### config.mk
export PLATFORM = sky130hd
export DESIGN_NAME = stss_device_flat
export DESIGN_NICKNAME = d
export VERILOG_FILES = /design/src/logic/stss_pkg.sv /design/src/logic/stss_if.sv /design/src/logic/stss_device.sv /design/src/flat_wrapper.sv
export SDC_FILE = /design/constraint.sdc
export NUM_CORES = 2
export LEC_CHECK = 0
export ABC_CLOCK_PERIOD_IN_PS = 5060
export BUFFER_PORTS_ARGS = -buffer_cell sky130_fd_sc_hd__buf_4
export CORE_UTILIZATION = 40
export DETAILED_ROUTE_END_ITERATION = 10
export PLACE_DENSITY = 0.57
export SYNTH_ARGS = -nofsm -noshare
export SYNTH_HDL_FRONTEND = slang
export SYNTH_SLANG_ARGS = --single-unit
### constraint.sdc
create_clock -name pclk -period 5.06 [get_ports pclk]
set_input_delay 0.253 -clock pclk [delete_from_list [all_inputs] [get_ports pclk]]
set_output_delay 0.253 -clock pclk [all_outputs]
set_load 0.03 [all_outputs]
### src/logic/stss_pkg.sv
// ****************************************************************
// shared constants of the serial tag port
// ****************************************************************
package stss_pkg;
  // clock and timing
  localparam int CLK_HZ = 20_000_000;
  localparam int SCK_MAX_HZ = 128_000;
  // least half period, rounded up so the serial clock stays below its limit
  localparam int SCK_HALF_CYC = (CLK_HZ + 2 * SCK_MAX_HZ - 1) / (2 * SCK_MAX_HZ);
  localparam logic [7:0] SCK_HALF_LAST = 8'(SCK_HALF_CYC - 1);
  localparam int WRITE_TIME_US = 100;
  localparam int WRITE_CYC = WRITE_TIME_US * (CLK_HZ / 1_000_000);
  localparam logic [11:0] WRITE_LAST = 12'(WRITE_CYC - 1);

  // opcodes, printed in binary as 00000101, 00000010, 00000011, 10000010, 10000011
  localparam logic [7:0] OP_STATUS_READ = 8'h05;
  localparam logic [7:0] OP_MEM_WRITE = 8'h02;
  localparam logic [7:0] OP_MEM_READ = 8'h03;
  localparam logic [7:0] OP_REG_WRITE = 8'h82;
  localparam logic [7:0] OP_REG_READ = 8'h83;

  // field lengths, as last bit index of a field; frame lengths as whole bit counts
  localparam logic [4:0] BYTE_LAST = 5'h07;
  localparam logic [4:0] WORD_LAST = 5'h0F;
  localparam logic [5:0] FRAME_SHORT = 6'h10;
  localparam logic [5:0] FRAME_LONG = 6'h20;

  // register addresses
  localparam logic [7:0] REG_TEST = 8'h00;
  localparam logic [7:0] REG_CHECKSUM = 8'h01;
  localparam logic [7:0] REG_ID_HIGH = 8'h02;
  localparam logic [7:0] REG_ID_LOW = 8'h03;
  localparam logic [7:0] REG_XID_HEADER = 8'h04;
  localparam logic [7:0] REG_SENSOR = 8'h05;
  localparam logic [7:0] REG_TEMPERATURE = 8'h06;
  localparam logic [7:0] REG_TRIM0 = 8'h07;
  localparam logic [7:0] REG_CFG0 = 8'h08;
  localparam logic [7:0] REG_CFG1 = 8'h09;
  localparam logic [7:0] REG_CFG2 = 8'h0A;

  // reset values and field positions
  localparam logic [15:0] TEST_RESET = 16'h0000;
  localparam logic [15:0] TRIM_CFG_RESET = 16'h0000;
  localparam int TEST_TRIG_BIT = 15;
  localparam int STATUS_BUSY_BIT = 0;

  // controller registers on the apb side
  localparam logic [7:0] APB_CTRL = 8'h00;
  localparam logic [7:0] APB_CMD = 8'h04;
  localparam logic [7:0] APB_WDATA = 8'h08;
  localparam logic [7:0] APB_RDATA = 8'h0C;
  localparam logic [7:0] APB_STATUS = 8'h10;
  localparam int CTRL_START_BIT = 0;
  localparam int CTRL_EN_BIT = 1;
  localparam int CTRL_RSTN_BIT = 2;
endpackage

### src/logic/stss_if.sv
`timescale 1ns/1ns
// ****************************************************************
// serial link between controller and tag
// ****************************************************************
interface stss_if;
  logic spi_en;
  logic external_core_reset_n;
  logic sck;
  logic ncs;
  logic mosi;
  logic miso_out;
  logic miso_oe_n;
  logic miso;
  // undriven data line reads low in this model
  assign miso = miso_oe_n ? 1'b0 : miso_out;
  modport device (input spi_en, external_core_reset_n, sck, ncs, mosi,
                  output miso_out, miso_oe_n);
  modport host (output spi_en, external_core_reset_n, sck, ncs, mosi,
                input miso);
endinterface

### src/logic/stss_device.sv
`timescale 1ns/1ns
module stss_device #(
  parameter logic [15:0] CHECKSUM_VAL = 16'hA5A5, // arbitrary value
  parameter logic [15:0] ID_HIGH_VAL = 16'h0F0F, // arbitrary value
  parameter logic [15:0] ID_LOW_VAL = 16'h3C3C, // arbitrary value
  parameter logic [15:0] XID_HEADER_VAL = 16'h5A5A // arbitrary value
) (
  input wire logic pclk,
  input wire logic presetn,
  stss_if.device link,
  input wire logic [15:0] sensor_value,
  input wire logic [15:0] temperature_value,
  output logic radio_enable,
  output logic ext_clock_select,
  output logic acquire_pulse,
  output logic [15:0] test_value,
  output logic [15:0] trim_value,
  output logic [15:0] config0_value,
  output logic [15:0] config1_value,
  output logic [15:0] config2_value
);
  import stss_pkg::*;

  // ****************************************************************
  // state
  // ****************************************************************
  typedef enum logic [2:0] {ST_CMD, ST_ADDR, ST_WDATA, ST_ROUT, ST_WAIT} stss_dev_st_t;

  typedef struct packed {
    logic [1:0] en_s;
    logic [1:0] rst_s;
    logic [1:0] sck_s;
    logic [1:0] ncs_s;
    logic [1:0] mosi_s;
    logic sck_prev;
    stss_dev_st_t st;
    logic [4:0] bits;
    logic [7:0] op;
    logic [7:0] addr;
    logic [15:0] in_sr;
    logic [15:0] out_sr;
    logic miso;
    logic mem_pend;
    logic [7:0] waddr;
    logic [15:0] wdata;
    logic busy;
    logic [11:0] busy_cnt;
    logic acq;
    logic [15:0] test;
    logic [15:0] trim;
    logic [15:0] cfg0;
    logic [15:0] cfg1;
    logic [15:0] cfg2;
  } stss_dev_state_t;

  stss_dev_state_t q;
  stss_dev_state_t d;
  logic [15:0] mem [0:255];
  logic mem_we;
  logic rise;
  logic fall;
  logic sel;
  logic [15:0] nsr;

  // register read decode, every address of the map answers
  function automatic logic [15:0] stss_reg_read(input logic [7:0] a,
                                                input stss_dev_state_t s,
                                                input logic [15:0] sens,
                                                input logic [15:0] temp);
    logic [15:0] v;
    v = 16'h0000;
    if (a == REG_TEST) begin
      v = s.test;
    end else if (a == REG_CHECKSUM) begin
      v = CHECKSUM_VAL;
    end else if (a == REG_ID_HIGH) begin
      v = ID_HIGH_VAL;
    end else if (a == REG_ID_LOW) begin
      v = ID_LOW_VAL;
    end else if (a == REG_XID_HEADER) begin
      v = XID_HEADER_VAL;
    end else if (a == REG_SENSOR) begin
      v = sens;
    end else if (a == REG_TEMPERATURE) begin
      v = temp;
    end else if (a == REG_TRIM0) begin
      v = s.trim;
    end else if (a == REG_CFG0) begin
      v = s.cfg0;
    end else if (a == REG_CFG1) begin
      v = s.cfg1;
    end else if (a == REG_CFG2) begin
      v = s.cfg2;
    end
    return v;
  endfunction

  // ****************************************************************
  // next state
  // ****************************************************************
  // pins are sampled twice; edges are found on the second stage only
  always_comb begin
    d = q;
    mem_we = 1'b0;
    d.acq = 1'b0;
    d.en_s = {q.en_s[0], link.spi_en};
    d.rst_s = {q.rst_s[0], link.external_core_reset_n};
    d.sck_s = {q.sck_s[0], link.sck};
    d.ncs_s = {q.ncs_s[0], link.ncs};
    d.mosi_s = {q.mosi_s[0], link.mosi};
    d.sck_prev = q.sck_s[1];
    rise = q.sck_s[1] & ~q.sck_prev;
    fall = ~q.sck_s[1] & q.sck_prev;
    sel = q.en_s[1] & ~q.ncs_s[1];
    nsr = {q.in_sr[14:0], q.mosi_s[1]};
    // memory write cycle timer
    if (q.busy) begin
      d.busy_cnt = q.busy_cnt + 12'h001;
      if (q.busy_cnt == WRITE_LAST) begin
        d.busy = 1'b0;
      end
    end
    if (!sel) begin
      // a completed memory write is committed only at deselect
      if (q.st == ST_WAIT && q.mem_pend) begin
        mem_we = 1'b1;
        d.busy = 1'b1;
        d.busy_cnt = 12'h000;
      end
      d.st = ST_CMD;
      d.bits = 5'h00;
      d.mem_pend = 1'b0;
      d.miso = 1'b0;
    end else if (rise) begin
      d.in_sr = nsr;
      d.bits = q.bits + 5'h01;
      // no lock or tag state is consulted anywhere below
      case (q.st)
        ST_CMD: begin
          if (q.bits == BYTE_LAST) begin
            d.op = nsr[7:0];
            d.bits = 5'h00;
            case (nsr[7:0])
              OP_STATUS_READ: begin
                d.out_sr = 16'h0000;
                d.out_sr[8 + STATUS_BUSY_BIT] = q.busy;
                d.st = ST_ROUT;
              end
              OP_MEM_WRITE, OP_MEM_READ: begin
                d.st = q.busy ? ST_WAIT : ST_ADDR;
              end
              OP_REG_WRITE, OP_REG_READ: begin
                d.st = ST_ADDR;
              end
              default: begin
                d.st = ST_WAIT;
              end
            endcase
          end
        end
        ST_ADDR: begin
          if (q.bits == BYTE_LAST) begin
            d.addr = nsr[7:0];
            d.bits = 5'h00;
            if (q.op == OP_MEM_READ) begin
              d.out_sr = mem[nsr[7:0]];
              d.st = ST_ROUT;
            end else if (q.op == OP_REG_READ) begin
              d.out_sr = stss_reg_read(nsr[7:0], q, sensor_value, temperature_value);
              d.st = ST_ROUT;
            end else begin
              d.st = ST_WDATA;
            end
          end
        end
        ST_WDATA: begin
          if (q.bits == WORD_LAST) begin
            d.st = ST_WAIT;
            if (q.op == OP_MEM_WRITE) begin
              // trim and config words here land in memory only
              d.mem_pend = 1'b1;
              d.waddr = q.addr;
              d.wdata = nsr;
            end else if (q.addr == REG_TEST) begin
              d.test = nsr;
              d.acq = nsr[TEST_TRIG_BIT];
            end else if (q.addr == REG_TRIM0) begin
              d.trim = nsr;
            end else if (q.addr == REG_CFG0) begin
              d.cfg0 = nsr;
            end else if (q.addr == REG_CFG1) begin
              d.cfg1 = nsr;
            end else if (q.addr == REG_CFG2) begin
              d.cfg2 = nsr;
            end
          end
        end
        default: begin
        end
      endcase
    end else if (fall && q.st == ST_ROUT) begin
      // word was loaded at the last input edge, so msb leads here
      d.miso = q.out_sr[15];
      d.out_sr = {q.out_sr[14:0], 1'b0};
    end
    // external reset acts only in serial mode
    if (q.en_s[1] && !q.rst_s[1]) begin
      d.st = ST_CMD;
      d.bits = 5'h00;
      d.mem_pend = 1'b0;
      d.miso = 1'b0;
      d.busy = 1'b0;
      d.busy_cnt = 12'h000;
      d.acq = 1'b0;
      d.test = TEST_RESET;
      d.trim = TRIM_CFG_RESET;
      d.cfg0 = TRIM_CFG_RESET;
      d.cfg1 = TRIM_CFG_RESET;
      d.cfg2 = TRIM_CFG_RESET;
    end
  end

  // ****************************************************************
  // registers and memory
  // ****************************************************************
  // state flip-flops
  always_ff @(posedge pclk or negedge presetn) begin
    if (!presetn) begin
      q <= '0;
      q.test <= TEST_RESET;
      q.trim <= TRIM_CFG_RESET;
      q.cfg0 <= TRIM_CFG_RESET;
      q.cfg1 <= TRIM_CFG_RESET;
      q.cfg2 <= TRIM_CFG_RESET;
    end else begin
      q <= d;
    end
  end

  // memory array has no reset, as real nonvolatile storage would not
  always_ff @(posedge pclk) begin
    if (mem_we) begin
      mem[q.waddr] <= q.wdata;
    end
  end

  // ****************************************************************
  // outputs
  // ****************************************************************
  // radio mode holds the line low; serial mode releases it when deselected
  assign link.miso_out = q.en_s[1] ? q.miso : 1'b0;
  assign link.miso_oe_n = q.en_s[1] & q.ncs_s[1];
  assign radio_enable = ~q.en_s[1];
  assign ext_clock_select = q.en_s[1];
  assign acquire_pulse = q.acq;
  assign test_value = q.test;
  assign trim_value = q.trim;
  assign config0_value = q.cfg0;
  assign config1_value = q.cfg1;
  assign config2_value = q.cfg2;
endmodule

### src/flat_wrapper.sv
// flat-port wrapper written by rule: the top's interface ports become plain ports
module stss_device_flat import stss_pkg::*;
#(
  parameter logic [15:0] CHECKSUM_VAL = 16'hA5A5,                   
  parameter logic [15:0] ID_HIGH_VAL = 16'h0F0F,                   
  parameter logic [15:0] ID_LOW_VAL = 16'h3C3C,                   
  parameter logic [15:0] XID_HEADER_VAL = 16'h5A5A                   
)
  (pclk, presetn, sensor_value, temperature_value, radio_enable, ext_clock_select, acquire_pulse, test_value, trim_value, config0_value, config1_value, config2_value, link_spi_en, link_external_core_reset_n, link_sck, link_ncs, link_mosi, link_miso_out, link_miso_oe_n);
  stss_if link_i ();
  input wire logic pclk;
  input wire logic presetn;
  input wire logic [15:0] sensor_value;
  input wire logic [15:0] temperature_value;
  output logic radio_enable;
  output logic ext_clock_select;
  output logic acquire_pulse;
  output logic [15:0] test_value;
  output logic [15:0] trim_value;
  output logic [15:0] config0_value;
  output logic [15:0] config1_value;
  output logic [15:0] config2_value;
  input wire logic [$bits(link_i.spi_en)-1:0] link_spi_en;
  input wire logic [$bits(link_i.external_core_reset_n)-1:0] link_external_core_reset_n;
  input wire logic [$bits(link_i.sck)-1:0] link_sck;
  input wire logic [$bits(link_i.ncs)-1:0] link_ncs;
  input wire logic [$bits(link_i.mosi)-1:0] link_mosi;
  output wire logic [$bits(link_i.miso_out)-1:0] link_miso_out;
  output wire logic [$bits(link_i.miso_oe_n)-1:0] link_miso_oe_n;
  assign link_i.spi_en = link_spi_en;
  assign link_i.external_core_reset_n = link_external_core_reset_n;
  assign link_i.sck = link_sck;
  assign link_i.ncs = link_ncs;
  assign link_i.mosi = link_mosi;
  assign link_miso_out = link_i.miso_out;
  assign link_miso_oe_n = link_i.miso_oe_n;
  stss_device #(.CHECKSUM_VAL(CHECKSUM_VAL), .ID_HIGH_VAL(ID_HIGH_VAL), .ID_LOW_VAL(ID_LOW_VAL), .XID_HEADER_VAL(XID_HEADER_VAL)) u_core (.pclk(pclk), .presetn(presetn), .link(link_i), .sensor_value(sensor_value), .temperature_value(temperature_value), .radio_enable(radio_enable), .ext_clock_select(ext_clock_select), .acquire_pulse(acquire_pulse), .test_value(test_value), .trim_value(trim_value), .config0_value(config0_value), .config1_value(config1_value), .config2_value(config2_value));
endmodule
== Word-level counts from Yosys, hierarchy flattened ==
Memory sizes are Yosys's and may differ from the RTL's.
Cells that the tools add are included.
Operators by class
  $add $sub $neg: 2
  multipliers: 0
  divide/modulo/power cells: 0
  $lt $le $gt $ge: 0
  eq/ne operators: 46
  shifts and indexed selects: 0
  mux-type cells: 65
  bitwise operators: 8
  reduce and logical (&&, ||, !) cells: 32
Operator list (number)
  2-to-1 mux 81 bit: 5
  2-to-1 mux 16 bit: 23
  2-to-1 mux 25 bit: 4
  2-to-1 mux 94 bit: 1
  2-to-1 mux 64 bit: 1
  == test 8 x 4 -> 1 bit (second input constant): 6
  2-to-1 mux 48 bit: 1
  2-to-1 mux 8 bit: 6
  == test 8 x 3 -> 1 bit (second input constant): 5
  2-to-1 mux 40 bit: 1
  2-to-1 mux 13 bit: 3
  2-to-1 mux 17 bit: 2
  == test 8 x 2 -> 1 bit (second input constant): 4
  2-to-1 mux 32 bit: 1
  one-hot mux 16 bit (2 select lines): 1
  != test 3 bit (second input constant): 9
  == test 8 bit (second input constant): 3
  nonzero test 2 bit: 10
  one-hot mux 3 bit (3 select lines): 2
  zero test 8 bit: 2
  != test 4 bit (second input constant): 4
  AND reduction 7 bit: 2
  adder 12 x 1 -> 12 bit (second input constant): 1
  == test 12 x 11 -> 1 bit (second input constant): 1
  27 further kinds: 55
Word-level totals
  bits in registers: 187
  bits in latches: 0
  RAM bits: 4096
  bits in read-only memories: 0
  input port bits: 39
  output and inout port bits: 85
  memories: 1
Memories
  u_core.mem: depth 256, width 16, read ports 1, clocked after Yosys merged registers in 0, write ports 1, line stss_device.sv:58  | logic [15:0] mem [0:255];

== Logic depth before layout (Yosys ltp) ==
  depth in word-level cells: 17
  gate-level depth with buffers: 13

== Worst setup path before layout ==
Ideal clock, no wire load.
  kind: flip-flop to flip-flop
  from: register u_core.q[96] (netlist bit)
  to: memory u_core.mem[0][2], data pin
  setup time: 0.804 ns
  arrival time: 3.183 ns
  required time: 4.256 ns
  setup slack: 1.073 ns
  stages on the path, launching flop included: 1
  path buffers: 0
  clock period less this slack: 3.987 ns
  cell sequence: dfrtp_1
RTL lines
  from (decl): line stss_device.sv:56  | stss_dev_state_t q;
  to (decl): line stss_device.sv:58
No word-level cell before the write port.

== Worst setup path in the final report ==
  from: register u_core.q (netlist bit u_core.nsr[0])
  to: register u_core.q[134] (netlist bit)
Between the ends
  word-level cells in the longest chain between the ends: 17
  elaborated cells on any way between the ends: 30
  those cells by class: 11 x eq/ne; 16 x mux; 2 x reduce/logical; 1 x memory
RTL lines
  == test 8 x 4 -> 1 bit: line stss_device.sv:92  | end else if (a == REG_CFG2) begin
  2-to-1 mux 16 bit: line stss_device.sv:92
  2-to-1 mux 16 bit: line stss_device.sv:90  | end else if (a == REG_CFG1) begin
  2-to-1 mux 16 bit: line stss_device.sv:88  | end else if (a == REG_CFG0) begin
  2-to-1 mux 16 bit: line stss_device.sv:86  | end else if (a == REG_TRIM0) begin
  2-to-1 mux 16 bit: line stss_device.sv:84  | end else if (a == REG_TEMPERATURE) begin
  2-to-1 mux 16 bit: line stss_device.sv:82  | end else if (a == REG_SENSOR) begin
  2-to-1 mux 16 bit: line stss_device.sv:80  | end else if (a == REG_XID_HEADER) begin
  2-to-1 mux 16 bit: line stss_device.sv:78  | end else if (a == REG_ID_LOW) begin
  2-to-1 mux 16 bit: line stss_device.sv:76  | end else if (a == REG_ID_HIGH) begin
  2-to-1 mux 16 bit: line stss_device.sv:74  | end else if (a == REG_CHECKSUM) begin
  2-to-1 mux 16 bit: line stss_device.sv:72  | if (a == REG_TEST) begin
  2-to-1 mux 16 bit: line stss_device.sv:168  | end else if (q.op == OP_REG_READ) begin
  2-to-1 mux 16 bit: line stss_device.sv:165  | if (q.op == OP_MEM_READ) begin
  2-to-1 mux 16 bit: line stss_device.sv:162  | if (q.bits == BYTE_LAST) begin
  one-hot mux 16 bit (2 select lines): line stss_device.sv:138  | case (q.st)
  2-to-1 mux 16 bit: line stss_device.sv:134  | end else if (rise) begin
Parallel ways exist; a longest one is shown, timed or not. The select of a mux whose other input is x is not followed.
A chain may end at the register's enable or synchronous reset.

==> results by group <==
STA
  – Clock Skew: about 0.07 ns
  – Worst rel slew slack: -10.4%
  – Setup WS post-layout: -0.00805 ns
  – Tcrit/Tclk final: 100%
  – RSZ-0062 raised after global routing: false
  – Final min period: approximately 5 ns
  – Final hold viol count: 0
  – Worst slew pin tran: roughly 1.6 ns
  – Hold WS: approximately 0.14 ns
  – Fin. max-slew vios: 2
  – Setup violators final: 1
  – Max Clock Freq: 197 MHz

Global route
  – First-pass GRT wire length: roughly 730,000 um
  – GRT overflow: 0
  – Global Route Usage Sum: 25.2%
  – Initial antenna violation count: 45
  – Vias in the first global route: 87,500
  – Largest net degree at the start of global routing: ~180

Die
  – Initial Util: ~40%
  – Die width: 647 um
  – Chip Height: 647 um
  – # rows: between 200 and 250
  – Core area: 414,000 um2
  – Die footprint: roughly 420,000 um2
  – IO Pins: roughly 120

Yosys
  – Gate count of the mapped netlist: slightly above 8,000
  – Post-synth net total: 8,156
  – Mapped Area: approximately 170,000 um2
  – Cell variety after synth: between 90 and 100
  – Ys Warns: 0
  – Sequential area share after synthesis: between 70% and 80%
  – Post-Syn Area per Cell: 20.5 um2
  – Dominant register cell in the synthesized netlist: edfxtp_1
  – Number of flops mapped to enable cells by yosys: 4,096
  – Post-synth ARST share: between 4 and 5%
  – Synthesis-stage register bit count: between 4,000 and 5,000

Drt
  – Pre-antenna DRT Iters: 6
  – DRT iter0 DRCs: approximately 13,000
  – Vias/cell: 6.18
  – Post-route ant nets: 0
  – DR WL/cell: around 37 um
  – Routed wire length: 536,000 um
  – Vias: about 90,000
  – Remaining DRCs: 0

Run status
  – Violated checks: capacitance limit, slew limit, setup timing
  – Status: finished, violations left

Clock tree
  – CTS tree: done
  – Setup Buffers After CTS: 0
  – Reg clk slew, reported paths: roughly 0.07 ns
  – Worst skew pair latency: 1.01 ns
  – Clock Tree Root: clkbuf_16
  – Cts bufs inserted: 427
  – H-tree depth: 5
  – Maximum buffer depth of the clock tree: 4
  – Clock Sink Count: about 4,300

Worst setup path
  – Launch point of the critical path: u_core.nsr[0]$_DFF_PN0_
  – Path depth of the worst reg2reg path: 11
  – Crit path buffers/inverters: 4
  – Worst EP required: slightly below 6 ns
  – Source of the worst register-to-register timing path: u_core.nsr[0]$_DFF_PN0_
  – Top delay family on crit path: compound AO/OA/AOI/OAI gates
  – Worst setup SP type: register
  – Worst path max stage delay: between 1 and 1.5 ns
  – Worst path cell trace: buf_12 -> buf_12 -> buf_4 -> mux4_2 -> a22o_1 -> a2111oi_0 -> buf_4 -> a211o_1 -> o221ai_1 -> a31oi_1 -> a31oi_1
  – Critical-path top delay cell: a2111oi_0
  – Crit end category: register
  – Worst path arrival time: 5.92 ns
  – Reg-to-reg endpoint: u_core.q[134]$_DFFE_PN0P_
  – WS Path Type: register to register
  – Setup slack, reg-to-reg: -0.008 ns
  – Levels on crit path: 11
  – Crit-path max FO: 19

Pwr
  – Cell Pwr Density: about 410 nW/um2
  – Total power: just under 0.08 W
  – Leak pwr: approximately 51 nW
  – Maximum vdd drop: ~0.34 mV

Final layout
  – Layout cell share with drive strength beyond 1: 28.3%
  – Area Growth Syn to Fin: 15.1%
  – Commonest non-fill, non-tap cell in the layout: edfxtp_1
  – Fin nets: about 8,800
  – Most frequent cells in the layout: edfxtp_1, mux4_2, buf_4, clkbuf_16, mux2i_1
  – Final core area utilization: a little under half
  – Final instance area: between 150,000 and 200,000 um2

Run
  – Max Cap Violations: 1

Placement
  – IO Port Bufs: approximately 120
  – Pre-CTS WS: 0.204 ns
  – Placed cell area: about 180,000 um2
  – RePlAce Congestion: around 0.94
  – Post-detail-place hpwl: around 340,000 um

Worst hold path
  – Hold EP: u_core.q[124]$_DFFE_PN0P_
  – Worst min-delay path category: input pin to register
  – WHS Path Cells: 6
  – Hold Path Origin: temperature_value[4]
## stage by stage
step / std cells / setup TNS, ns
after floorplan: 8114 / 0
after global placement: 13800 / 0
after detailed placement: 13800 / 0
after CTS: 14600 / 0
after global routing: 14600 / 0
final: 14600 / -0.00805
## synthesized netlist by cell type, drive strengths merged (17+ instances only)
cell type  number  share of area [%]
edfxtp       4096                 74
mux4          897                 12
nor2          395               0.89
buf           387                1.6
mux2i         319                1.9
nand2         269               0.61
dfrtp         186                2.8
clkbuf        177               0.40
a22oi         167               0.76
o21ai         154               0.46
o22ai         137               0.51
a21oi         109               0.33
nand3          90               0.28
mux2           87               0.59
a22o           62               0.33
a211oi         55               0.25
nor3           41               0.13
a221oi         37               0.19
o211ai         34               0.15
o221ai         31               0.16
inv            28              0.065
a31oi          27               0.11
nor2b          27               0.10
nor4           24              0.094
nand4          22              0.083
and3           17              0.064
nand2b         17              0.064
## timing repair
item / CTS / global route
hold buffers: 15 / 0
hold endpoints to repair: 108 / 0
resized for setup: 0 / 0
## worst max path at each step
stage,end
after detailed placement,u_core.q[134]$_DFFE_PN0P_
after global placement,u_core.q[127]$_DFFE_PN0P_
after global routing,u_core.q[134]$_DFFE_PN0P_
after floorplan,u_core.mem[0][2]$_DFFE_PP_
final,u_core.q[134]$_DFFE_PN0P_
after CTS,u_core.q[134]$_DFFE_PN0P_
## power by group
group | total, W | switching [W] | internal (W)
combinational | 0.00732 | 0.00525 | 0.00206
clock | 0.0323 | 0.0137 | 0.0186
sequential | 0.0385 | 0.000230 | 0.0383
## registers in the layout, indices dropped and copies added (netlist names)
register and flops:
u_core.q 82, u_core.nsr 16, u_core.d 6, u_core.config0_value 16
u_core.acquire_pulse 1, u_core.mem 4096, u_core.config1_value 16, u_core.test_value 16
u_core.trim_value 16, u_core.config2_value 16, u_core.ext_clock_select 1
## tightest hold or removal path, delay by kind of cell
family / cells / cell delay [ns]
AND/OR/NAND/NOR: 1 / 0.09
buffers and inverters: 2 / 0.32
AO/OA/AOI/OAI: 3 / 0.42
## per-layer routing
metal,wire length (um),GRT usage (%),vias to the layer above
li1,-,-,35000
met1,208000,34.6,48500
met4,26400,10.8,18
met2,244000,38.5,5623
met5,123,0,-
met3,57700,6.04,1080
## layout make-up
type                    count  area [um2]
flip-flops and latches   4282      128000
clock buffers             525       11400
inverters                  28         114
well taps                5474        6850
repair buffers            777        6790
multi-input cells        3240       36100
diodes                     22        55.1
fillers                 34300      222000
clock inverters           264        2800
## cells by family after synthesis
family | after synthesis | share of synthesized area, %
flip-flops | 4282 | 76.6
multiplexers | 1303 | 14.7
AND/OR/NAND/NOR | 980 | 2.66
AO/OA/AOI/OAI | 944 | 3.95
buffers and inverters | 592 | 2.06
XOR/XNOR | 10 | 0.0526
adder cells (fa/ha/maj) | 3 | 0.0225
(Power assumes the default switching activity.)
